==> src/sim_serial_pkg.sv <==
// constants, register map and state codes of the smart-card serial channel
package sim_serial_pkg;

   // register byte offsets on the lite bus
   localparam logic [7:0] OFS_CTRL  = 8'h00;
   localparam logic [7:0] OFS_BRG   = 8'h04;
   localparam logic [7:0] OFS_TXBUF = 8'h08;
   localparam logic [7:0] OFS_RXBUF = 8'h0C;
   localparam logic [7:0] OFS_STAT  = 8'h10;
   localparam logic [7:0] OFS_ISTAT = 8'h14;
   localparam logic [7:0] OFS_IMASK = 8'h18;

   // control register fields
   localparam int CB_TX_EN   = 0;
   localparam int CB_RX_EN   = 1;
   localparam int CB_PAR_EN  = 2;
   localparam int CB_PAR_SEL = 3;
   localparam int CB_ORDER   = 4;
   localparam int CB_INV     = 5;
   localparam int CB_ERE     = 6;
   localparam logic [7:0] CTRL_RST = 8'h0C;

   // bit period is brg+1 clocks
   localparam logic [15:0] BRG_RST = 16'h01B1;

   // receive buffer error fields
   localparam int RB_OVR = 12;
   localparam int RB_FRM = 13;
   localparam int RB_PAR = 14;
   localparam int RB_SUM = 15;

   // status register fields
   localparam int SB_TXB_EMPTY = 0;
   localparam int SB_TX_IDLE   = 1;
   localparam int SB_RX_FULL   = 2;
   localparam int SB_RX_PIN    = 3;
   localparam int SB_ERR_SIG   = 4;

   // interrupt status and mask fields
   localparam int IB_TX_DONE = 0;
   localparam int IB_RX_DONE = 1;
   localparam int IB_RX_ERR  = 2;
   localparam int IRQ_W      = 3;
   localparam logic [IRQ_W-1:0] IRQ_RST = 3'h0;

   // frame and bus constants
   localparam logic [2:0] LAST_DATA_IDX = 3'h7;
   localparam logic       LINE_IDLE     = 1'b1;
   localparam logic [1:0] RESP_OKAY     = 2'h0;
   localparam logic [1:0] RESP_SLVERR   = 2'h2;

   // character framing states, shared by transmitter and receiver
   typedef enum logic [4:0] {
      FR_IDLE  = 5'h01,
      FR_START = 5'h02,
      FR_DATA  = 5'h04,
      FR_PAR   = 5'h08,
      FR_STOP  = 5'h10
   } frame_state_t;

endpackage

==> src/pin_sync3.sv <==
// three-stage pin synchroniser with agreement filter
`timescale 1ns/1ps
`default_nettype none
module pin_sync3
   import sim_serial_pkg::*;
(
   input  wire logic aclk,
   input  wire logic aresetn,
   input  wire logic pin_in,
   output logic      level_out
);
   logic s1_reg;
   logic s2_reg;
   logic s3_reg;

   // first stage feeds only the second; output moves once stages two and three agree
   always_ff @(posedge aclk) begin
      if (!aresetn) begin
         s1_reg    <= LINE_IDLE;
         s2_reg    <= LINE_IDLE;
         s3_reg    <= LINE_IDLE;
         level_out <= LINE_IDLE;
      end else begin
         s1_reg <= pin_in;
         s2_reg <= s1_reg;
         s3_reg <= s2_reg;
         if (s2_reg == s3_reg) begin
            level_out <= s3_reg;
         end
      end
   end
endmodule
`default_nettype wire

==> src/sim_card_serial_mode.sv <==
// smart-card serial channel with lite-bus registers and parity error signalling
`timescale 1ns/1ps
`default_nettype none
module sim_card_serial_mode
   import sim_serial_pkg::*;
(
   input  wire logic        aclk,
   input  wire logic        aresetn,
   input  wire logic [7:0]  awaddr,
   input  wire logic        awvalid,
   output logic             awready,
   input  wire logic [31:0] wdata,
   input  wire logic [3:0]  wstrb,
   input  wire logic        wvalid,
   output logic             wready,
   output logic [1:0]       bresp,
   output logic             bvalid,
   input  wire logic        bready,
   input  wire logic [7:0]  araddr,
   input  wire logic        arvalid,
   output logic             arready,
   output logic [31:0]      rdata,
   output logic [1:0]       rresp,
   output logic             rvalid,
   input  wire logic        rready,
   input  wire logic        serial_rx_pin,
   output logic             serial_tx_pin,
   output logic             irq
);

   function automatic logic [7:0] reverse8(input logic [7:0] d);
      logic [7:0] r;
      r = 8'h00;
      for (int k = 0; k < 8; k++) begin
         r[k] = d[7-k];
      end
      return r;
   endfunction

   logic [7:0]       waddr_reg;
   logic [31:0]      wdata_reg;
   logic [3:0]       wstrb_reg;
   logic [7:0]       ctrl_reg;
   logic [15:0]      brg_reg;
   logic [7:0]       tx_buffer;
   logic             tx_full_reg;
   logic [7:0]       rx_buffer;
   logic             rx_full_reg;
   logic             oer_reg;
   logic             fer_reg;
   logic             per_reg;
   logic             err_sig_reg;
   logic [IRQ_W-1:0] istat_reg;
   logic [IRQ_W-1:0] imask_reg;
   frame_state_t     tx_state_reg;
   logic             rx_line;
   logic             do_write;
   logic             rd_rxbuf;
   logic [31:0]      rd_mux;
   logic             rd_ok;
   logic             wr_ok;

   wire parity_enable       = ctrl_reg[CB_PAR_EN];
   wire parity_odd_even_sel = ctrl_reg[CB_PAR_SEL];
   wire bit_order_sel       = ctrl_reg[CB_ORDER];
   wire data_invert_sel     = ctrl_reg[CB_INV];
   wire error_signal_out_en = ctrl_reg[CB_ERE];

   // receive pin passes three stages before any logic looks at it
   pin_sync3 u_rx_sync (
      .aclk      (aclk),
      .aresetn   (aresetn),
      .pin_in    (serial_rx_pin),
      .level_out (rx_line)
   );

   // ---------------- lite bus slave ----------------
   assign do_write = !awready && !wready && !bvalid;
   assign rd_rxbuf = arvalid && arready && (araddr == OFS_RXBUF);

   // address and data are taken in either order; response once both are in
   always_ff @(posedge aclk) begin
      if (!aresetn) begin
         awready   <= 1'b1;
         wready    <= 1'b1;
         bvalid    <= 1'b0;
         bresp     <= RESP_OKAY;
         waddr_reg <= 8'h00;
         wdata_reg <= 32'h0000_0000;
         wstrb_reg <= 4'h0;
      end else begin
         if (awvalid && awready) begin
            awready   <= 1'b0;
            waddr_reg <= awaddr;
         end
         if (wvalid && wready) begin
            wready    <= 1'b0;
            wdata_reg <= wdata;
            wstrb_reg <= wstrb;
         end
         if (do_write) begin
            bvalid <= 1'b1;
            bresp  <= wr_ok ? RESP_OKAY : RESP_SLVERR;
         end
         if (bvalid && bready) begin
            bvalid  <= 1'b0;
            awready <= 1'b1;
            wready  <= 1'b1;
         end
      end
   end

   // writable offsets; status and receive buffer are read-only
   always_comb begin
      case (waddr_reg)
         OFS_CTRL, OFS_BRG, OFS_TXBUF, OFS_ISTAT, OFS_IMASK: wr_ok = 1'b1;
         default:                                         wr_ok = 1'b0;
      endcase
   end

   // read data selection
   always_comb begin
      rd_mux = 32'h0000_0000;
      rd_ok  = 1'b1;
      case (araddr)
         OFS_CTRL:  rd_mux[7:0]  = ctrl_reg;
         OFS_BRG:   rd_mux[15:0] = brg_reg;
         OFS_TXBUF: rd_mux[7:0]  = tx_buffer;
         OFS_RXBUF: begin
            rd_mux[7:0]   = rx_buffer;
            rd_mux[RB_OVR] = oer_reg;
            rd_mux[RB_FRM] = fer_reg;
            rd_mux[RB_PAR] = per_reg;
            rd_mux[RB_SUM] = oer_reg | fer_reg | per_reg;
         end
         OFS_STAT: begin
            rd_mux[SB_TXB_EMPTY] = !tx_full_reg;
            rd_mux[SB_TX_IDLE]   = 1'b0;
            rd_mux[SB_RX_FULL]   = rx_full_reg;
            rd_mux[SB_RX_PIN]    = rx_line;
            rd_mux[SB_ERR_SIG]   = err_sig_reg;
         end
         OFS_ISTAT: rd_mux[IRQ_W-1:0] = istat_reg;
         OFS_IMASK: rd_mux[IRQ_W-1:0] = imask_reg;
         default:   rd_ok = 1'b0;
      endcase
   end

   // one read in flight; data registered at the address handshake
   always_ff @(posedge aclk) begin
      if (!aresetn) begin
         arready <= 1'b1;
         rvalid  <= 1'b0;
         rdata   <= 32'h0000_0000;
         rresp   <= RESP_OKAY;
      end else begin
         if (arvalid && arready) begin
            arready <= 1'b0;
            rvalid  <= 1'b1;
            rdata   <= rd_mux;
            rresp   <= rd_ok ? RESP_OKAY : RESP_SLVERR;
            if (araddr == OFS_STAT) begin
               rdata[SB_TX_IDLE] <= (tx_state_reg == FR_IDLE) && !tx_full_reg;
            end
         end
         if (rvalid && rready) begin
            rvalid  <= 1'b0;
            arready <= 1'b1;
         end
      end
   end

   // control, bit rate and mask registers with byte lanes honoured
   always_ff @(posedge aclk) begin
      if (!aresetn) begin
         ctrl_reg  <= CTRL_RST;
         brg_reg   <= BRG_RST;
         imask_reg <= IRQ_RST;
      end else if (do_write) begin
         if (waddr_reg == OFS_CTRL && wstrb_reg[0]) begin
            ctrl_reg <= wdata_reg[7:0];
         end
         if (waddr_reg == OFS_BRG && wstrb_reg[0]) begin
            brg_reg[7:0] <= wdata_reg[7:0];
         end
         if (waddr_reg == OFS_BRG && wstrb_reg[1]) begin
            brg_reg[15:8] <= wdata_reg[15:8];
         end
         if (waddr_reg == OFS_IMASK && wstrb_reg[0]) begin
            imask_reg <= wdata_reg[IRQ_W-1:0];
         end
      end
   end

   // ---------------- transmitter ----------------
   logic [15:0]  tx_cnt_reg;
   logic [2:0]   tx_idx_reg;
   logic [7:0]   tx_shift_reg;
   logic         tx_par_reg;
   logic         tx_line_reg;
   logic         tx_done;
   logic         tx_load;
   logic [7:0]   tx_prep;
   wire          tx_tick = (tx_cnt_reg == 16'h0000);

   assign tx_load = (tx_state_reg == FR_IDLE) && tx_full_reg && ctrl_reg[CB_TX_EN];
   assign tx_done = (tx_state_reg == FR_STOP) && tx_tick;

   // order and polarity applied before shifting; shifter always sends bit 0 first
   always_comb begin
      tx_prep = bit_order_sel ? reverse8(tx_buffer) : tx_buffer;
      tx_prep = tx_prep ^ {8{data_invert_sel}};
   end

   // transmit buffer: write fills it, the shifter empties it
   always_ff @(posedge aclk) begin
      if (!aresetn) begin
         tx_buffer   <= 8'h00;
         tx_full_reg <= 1'b0;
      end else begin
         if (tx_load) begin
            tx_full_reg <= 1'b0;
         end
         if (do_write && waddr_reg == OFS_TXBUF && wstrb_reg[0]) begin
            tx_buffer   <= wdata_reg[7:0];
            tx_full_reg <= 1'b1;
         end
      end
   end

   // character framing on the transmit side
   always_ff @(posedge aclk) begin
      if (!aresetn) begin
         tx_state_reg <= FR_IDLE;
         tx_cnt_reg   <= 16'h0000;
         tx_idx_reg   <= 3'h0;
         tx_shift_reg <= 8'h00;
         tx_par_reg   <= 1'b0;
         tx_line_reg  <= LINE_IDLE;
      end else begin
         if (!tx_tick) begin
            tx_cnt_reg <= tx_cnt_reg - 16'h0001;
         end
         case (tx_state_reg)
            FR_IDLE: begin
               tx_line_reg <= LINE_IDLE;
               if (tx_load) begin
                  tx_shift_reg <= tx_prep;
                  tx_par_reg   <= (^tx_prep) ^ !parity_odd_even_sel;
                  tx_line_reg  <= 1'b0;
                  tx_cnt_reg   <= brg_reg;
                  tx_state_reg <= FR_START;
               end
            end
            FR_START: begin
               if (tx_tick) begin
                  tx_line_reg  <= tx_shift_reg[0];
                  tx_shift_reg <= {1'b0, tx_shift_reg[7:1]};
                  tx_idx_reg   <= 3'h0;
                  tx_cnt_reg   <= brg_reg;
                  tx_state_reg <= FR_DATA;
               end
            end
            FR_DATA: begin
               if (tx_tick) begin
                  tx_cnt_reg <= brg_reg;
                  if (tx_idx_reg == LAST_DATA_IDX) begin
                     if (parity_enable) begin
                        tx_line_reg  <= tx_par_reg;
                        tx_state_reg <= FR_PAR;
                     end else begin
                        tx_line_reg  <= LINE_IDLE;
                        tx_state_reg <= FR_STOP;
                     end
                  end else begin
                     tx_line_reg  <= tx_shift_reg[0];
                     tx_shift_reg <= {1'b0, tx_shift_reg[7:1]};
                     tx_idx_reg   <= tx_idx_reg + 3'h1;
                  end
               end
            end
            FR_PAR: begin
               if (tx_tick) begin
                  tx_line_reg  <= LINE_IDLE;
                  tx_cnt_reg   <= brg_reg;
                  tx_state_reg <= FR_STOP;
               end
            end
            FR_STOP: begin
               if (tx_tick) begin
                  tx_state_reg <= FR_IDLE;
               end
            end
            default: tx_state_reg <= FR_IDLE;
         endcase
      end
   end

   // pin is the frame line pulled low while the error signal stands
   always_ff @(posedge aclk) begin
      if (!aresetn) begin
         serial_tx_pin <= LINE_IDLE;
      end else begin
         serial_tx_pin <= tx_line_reg & !err_sig_reg;
      end
   end

   // ---------------- receiver ----------------
   frame_state_t rx_state_reg;
   logic [15:0]  rx_cnt_reg;
   logic [2:0]   rx_idx_reg;
   logic [7:0]   rx_shift_reg;
   logic         rx_par_reg;
   logic         rx_prev_reg;
   logic         rx_ovr_reg;
   logic         rx_complete;
   logic         rx_perr;
   logic         rx_ferr;
   logic [7:0]   rx_data;
   wire          rx_tick = (rx_cnt_reg == 16'h0000);

   assign rx_complete = (rx_state_reg == FR_STOP) && rx_tick;
   assign rx_ferr     = !rx_line;
   assign rx_perr     = parity_enable
                        && ((^{rx_shift_reg, rx_par_reg}) ^ !parity_odd_even_sel);

   // undo the bit order and polarity of the line
   always_comb begin
      rx_data = bit_order_sel ? reverse8(rx_shift_reg) : rx_shift_reg;
      rx_data = rx_data ^ {8{data_invert_sel}};
   end

   // character framing on the receive side; samples are taken mid-bit
   always_ff @(posedge aclk) begin
      if (!aresetn) begin
         rx_state_reg <= FR_IDLE;
         rx_cnt_reg   <= 16'h0000;
         rx_idx_reg   <= 3'h0;
         rx_shift_reg <= 8'h00;
         rx_par_reg   <= 1'b0;
         rx_prev_reg  <= LINE_IDLE;
         rx_ovr_reg   <= 1'b0;
      end else begin
         rx_prev_reg <= rx_line;
         if (!rx_tick) begin
            rx_cnt_reg <= rx_cnt_reg - 16'h0001;
         end
         case (rx_state_reg)
            FR_IDLE: begin
               rx_ovr_reg <= 1'b0;
               if (ctrl_reg[CB_RX_EN] && rx_prev_reg && !rx_line) begin
                  rx_cnt_reg   <= {1'b0, brg_reg[15:1]};
                  rx_state_reg <= FR_START;
               end
            end
            FR_START: begin
               // a start bit gone high by mid-bit was a glitch
               if (rx_tick) begin
                  rx_cnt_reg   <= brg_reg;
                  rx_idx_reg   <= 3'h0;
                  rx_state_reg <= rx_line ? FR_IDLE : FR_DATA;
               end
            end
            FR_DATA: begin
               if (rx_tick) begin
                  rx_shift_reg <= {rx_line, rx_shift_reg[7:1]};
                  rx_cnt_reg   <= brg_reg;
                  rx_idx_reg   <= rx_idx_reg + 3'h1;
                  if (rx_idx_reg == LAST_DATA_IDX) begin
                     // eighth bit in while the last character is unread
                     rx_ovr_reg   <= rx_full_reg && !rd_rxbuf;
                     rx_state_reg <= parity_enable ? FR_PAR : FR_STOP;
                  end
               end
            end
            FR_PAR: begin
               if (rx_tick) begin
                  rx_par_reg   <= rx_line;
                  rx_cnt_reg   <= brg_reg;
                  rx_state_reg <= FR_STOP;
               end
            end
            FR_STOP: begin
               if (rx_tick) begin
                  rx_state_reg <= FR_IDLE;
               end
            end
            default: rx_state_reg <= FR_IDLE;
         endcase
      end
   end

   // receive buffer and error flags; a new event wins over a same-cycle read
   always_ff @(posedge aclk) begin
      if (!aresetn) begin
         rx_buffer   <= 8'h00;
         rx_full_reg <= 1'b0;
         oer_reg     <= 1'b0;
         fer_reg     <= 1'b0;
         per_reg     <= 1'b0;
      end else begin
         if (rd_rxbuf) begin
            rx_full_reg <= 1'b0;
            oer_reg     <= 1'b0;
            fer_reg     <= 1'b0;
            per_reg     <= 1'b0;
         end
         if (rx_complete) begin
            // on overrun the old character stays unchanged; the new one is dropped
            if (!rx_ovr_reg) begin
               rx_buffer   <= rx_data;
               rx_full_reg <= 1'b1;
            end
            if (rx_ovr_reg) oer_reg <= 1'b1;
            if (rx_ferr)    fer_reg <= 1'b1;
            if (rx_perr)    per_reg <= 1'b1;
         end
      end
   end

   // error signal starts in the stop bit of a character with a parity error, ends on a buffer read
   always_ff @(posedge aclk) begin
      if (!aresetn) begin
         err_sig_reg <= 1'b0;
      end else if (rx_complete && rx_perr && error_signal_out_en) begin
         err_sig_reg <= 1'b1;
      end else if (rd_rxbuf) begin
         err_sig_reg <= 1'b0;
      end
   end

   // ---------------- interrupts ----------------
   logic [IRQ_W-1:0] ievent;
   logic [IRQ_W-1:0] iclear;

   always_comb begin
      ievent                = {IRQ_W{1'b0}};
      ievent[IB_TX_DONE]    = tx_done;
      ievent[IB_RX_DONE]    = rx_complete && !rx_ovr_reg;
      ievent[IB_RX_ERR]     = rx_complete && (rx_ovr_reg || rx_ferr || rx_perr);
      iclear = (do_write && waddr_reg == OFS_ISTAT && wstrb_reg[0])
               ? wdata_reg[IRQ_W-1:0] : {IRQ_W{1'b0}};
   end

   // sticky status, write one to clear, set wins over clear
   always_ff @(posedge aclk) begin
      if (!aresetn) begin
         istat_reg <= IRQ_RST;
      end else begin
         istat_reg <= (istat_reg & ~iclear) | ievent;
      end
   end

   // level interrupt, one cycle behind the status bits
   always_ff @(posedge aclk) begin
      if (!aresetn) begin
         irq <= 1'b0;
      end else begin
         irq <= |(istat_reg & imask_reg);
      end
   end

endmodule
`default_nettype wire

==> config.mk <==
export PLATFORM = sky130hd
export DESIGN_NAME = sim_card_serial_mode
export DESIGN_NICKNAME = d
export VERILOG_FILES = /design/src/sim_serial_pkg.sv /design/src/pin_sync3.sv /design/src/sim_card_serial_mode.sv
export SDC_FILE = /design/constraint.sdc
export NUM_CORES = 1
export LEC_CHECK = 0
export BUFFER_PORTS_ARGS = -buffer_cell sky130_fd_sc_hd__buf_2
export CORE_MARGIN = 4
export CORE_UTILIZATION = 44
export CTS_CLUSTER_SIZE = 12
export DETAILED_ROUTE_END_ITERATION = 12
export GPL_TIMING_DRIVEN = 0
export PLACE_DENSITY = 0.66
export SLEW_MARGIN = 0
export SYNTH_ARGS = -nofsm -noshare
export SYNTH_HDL_FRONTEND = slang
export SYNTH_SLANG_ARGS = --single-unit
==> constraint.sdc <==
create_clock -name aclk -period 2.9 [get_ports aclk]
set_input_delay 0.145 -clock aclk [delete_from_list [all_inputs] [get_ports aclk]]
set_output_delay 0.145 -clock aclk [all_outputs]
set_load 0.03 [all_outputs]
==> impl_metrics.yaml <==
critical_path:
  crit_path_max_fanout: 9
  regToRegSetupSlack_ns: 0.22
  end_kind: "flip-flop"
  r2r_start: "rx_cnt_reg[0]$_SDFF_PN0_"
  worstSetupStartpoint: "rx_cnt_reg[0]$_SDFF_PN0_"
  rr_endpoint: "rx_buffer[7]$_SDFFE_PN0P_"
  critPathRequiredTime_ns: 3.25
  crit_arrival_ns: 3.03
  crit_chain: "inv_1, ha_1, nor3b_1, and4_1, buf_2, nand4_1, nor2_1, nand2_1, a21oi_1"
  cp-start-kind: "flip-flop"
  cpPeakStageDelay_ns: 0.54
  crit_slowest_cell: "nor2_1"
  critPathCapture: "rx_buffer[7]$_SDFFE_PN0P_"
  r2r_cells: 9
  crit_type: "reg -> reg"
cts:
  cts_buffers: 17
  clk_latency_ns: 0.43
  cts_max_path_buffers: 2
  htreeDepth: 4
  cts_root_buffer: "clkbuf_16"
  clkSlewWorstSetupHoldPaths_ns: 0.07
  cts_sinks: 176
  cts_tree: "yes"
yosys:
  ys_async_sr_fraction_pct: 0
  synth-compound-area-share_pct: 16.5
  syn_inst: 1055
  synth_top_family_by_area: "simple AND/OR/NAND/NOR gates"
  ys_ff_latch: 176
  syn_avg_cell_area_sq_um: 8.34
  synthSimpleGateAreaFrac_pct: 23.0
  muxShareOfSynthArea_pct: 9.48
  syn_area_sq_um: 8800
  synth_xor_area_share_pct: 4.58
  synth_cell_types: 73
  synth_fa_ha_area_share_pct: 1.14
  yosysSeqAreaShare_pct: 40.0
  yosys_warnings: 0
  synth_flop_cell: "dfxtp_1"
  synth_enable_flop_cells: 0
floorplan:
  core-area_sq_um: 19600
  start_util_pct: 44.9
  die_y_um: 149
  rows: 51
  dieArea_sq_um: 22300
  ios: 103
  die_w_um: 149
timing:
  timing.setup.tns_ns: 0
  report.final.hold_viol_count: 0
  period_minus_slack_ns: 2.68
  setup_viol: 0
  slew_violations: 0
  max_freq_ghz: 0.373
  rsz0062_at_grt: "false"
  fin_crit_sh_pct: 92.4
  worst_hold_slack_ns: 0.0124
  worst_pin_slew_ns: 0.906
  skew_ns: 0.00748
  max-slew-margin-rel_pct: 39.6
min_path:
  hold_class: "in -> reg"
  min_path_cells: 3
route:
  drc: 0
  vias_per_cell: 5.64
  drt-total-wl_um: 25900
  drt_first_pass_iters: 5
  drt_iter0_drc: 718
  vias: 8242
  antenna_left: 0
  wire_per_inst_um: 17.7
pwr:
  power_density_nw_per_um2: 744
  p_leak_nw: 4.16
  vdd_drop_max_uv: 484
  power_mw: 7.75
grt:
  grt_remaining_overflow: 0
  grt_start_max_net_pins: 17
  track_usage_pct: 23.0
  grt_pass1_wl_um: 40500
  antenna_found_initial: 0
  first_global_vias: 7567
job:
  maxCapViolCount: 0
run_status:
  outcome: "completed"
layout:
  drive_gt1_share_pct: 12.4
  num_antenna_cells: 0
  nets: 1253
  final_common_cell: "dfxtp_1"
  area_growth_syn_to_layout_pct: 18.4
  fill_cells: 1885
  most-common-layout-cells: "dfxtp_1 (176), nand2_1 (134), nor2_1 (118)"
  stdcell_count: 1462
placement:
  gp_congestion: 0.936
  placedCellCount: 1400
  post-dp-hpwl_um: 18800
  port_buffers: 63
-- worst min path at each step --
stage | endpoint | slack, ns | from
after global placement | u_rx_sync.s1_reg$_SDFF_PN1_ | 0.33 | serial_rx_pin
after global routing | waddr_reg[2]$_SDFFE_PN0P_ | 0.02 | awaddr[2]
final | waddr_reg[2]$_SDFFE_PN0P_ | 0.01 | awaddr[2]
after CTS | waddr_reg[2]$_SDFFE_PN0P_ | 0.006 | awaddr[2]
after floorplan | wready$_SDFFE_PP1P_ | 0.25 | wvalid
after detailed placement | u_rx_sync.s1_reg$_SDFF_PN1_ | 0.33 | serial_rx_pin
-- final cells by class --
cell class              count  area [sq um]  area share [%]
multi-input cells         799          4890            46.9
well taps                 265           332            3.18
inverters                  15          56.3           0.540
clock inverters            10           136            1.31
flip-flops and latches    176          3520            33.8
plain buffers              82           405            3.89
clock buffers              21           460            4.42
repair buffers             94           621            5.95
-- cells by family after synthesis --
kind of cell    Yosys count
compound gates          230
xor+xnor                 46
fa+ha+maj                 8
buf+inv                  97
flops                   176
mux                      83
other cells               1
simple gates            414
-- synth_stat cells, types with 5 or more instances --
cell / count / area [sq um]
nor4_1: 9 / 56.3
inv_1: 15 / 56.3
o21ai_0: 45 / 225
buf_4: 19 / 143
o211ai_1: 5 / 37.5
nand3_1: 35 / 175
nand4_1: 10 / 62.6
nor2b_1: 13 / 81.3
clkbuf_1: 51 / 191
and3_1: 6 / 37.5
ha_1: 8 / 100
or4_1: 5 / 37.5
a21oi_1: 95 / 475
dfxtp_1: 176 / 3520
nand2_1: 134 / 503
a31oi_1: 5 / 31.3
and2_1: 7 / 43.8
a22oi_1: 16 / 120
xor2_1: 13 / 114
mux2i_1: 80 / 801
nand3b_1: 6 / 45.0
xnor2_1: 33 / 289
nand2b_1: 9 / 56.3
buf_1: 6 / 22.5
a32o_1: 5 / 50.1
a211oi_1: 12 / 90.1
nor3_1: 30 / 150
nor2_1: 119 / 447
-- metrics by stage --
stage / area (sq um) / worst slack [ns] / util (%)
2_1_floorplan: 8860 / 0.698 / -
3_3_place_gp: 9510 / -0.0348 / 48.6
3_5_place_dp: 9510 / -0.0375 / 48.6
4_1_cts: 10400 / 0.163 / 53.1
5_1_grt: 10400 / 0.000815 / 53.2
6_report: 10400 / 0.221 / 53.2
-- what timing repair did --
action,in CTS,in global routing
buffers inserted,0,2
gates resized for setup,1,1
cloned,0,0
endpoints found under the hold margin,29,0
hold buffers,29,0
setup endpoints to repair,8,16
-- report_power, final --
| group | switching, mW | internal (mW) | leakage, nW |
|---|---|---|---|
| registers | 0.275 | 2.65 | 1.43 |
| clock network | 0.956 | 1.40 | 0.297 |
| logic | 1.40 | 1.08 | 2.43 |
| total | 2.63 | 5.12 | 4.16 |
-- metal layers --
| layer | share of wire (%) | global-route usage [%] | routed length, um | vias to the layer above |
|---|---|---|---|---|
| met3 | 6.0 | 3.82 | 1540 | 63 |
| met2 | 46 | 37.7 | 12000 | 312 |
| met4 | 3.5 | 8.38 | 898 | 0 |
| met1 | 44 | 30.6 | 11400 | 3902 |
| met5 | 0 | 0 | 0 | - |
| li1 | - | - | - | 3965 |
-- worst max-delay path: cells and delay by family, from the launching register on --
| kind | cells | cell delay, ns |
|---|---|---|
| fa+ha+maj | 1 | 0.32 |
| simple gates | 5 | 1.40 |
| flops | 1 | 0.34 |
| compound gates | 1 | 0.18 |
| buf+inv | 2 | 0.35 |
(Power assumes the default switching activity.)
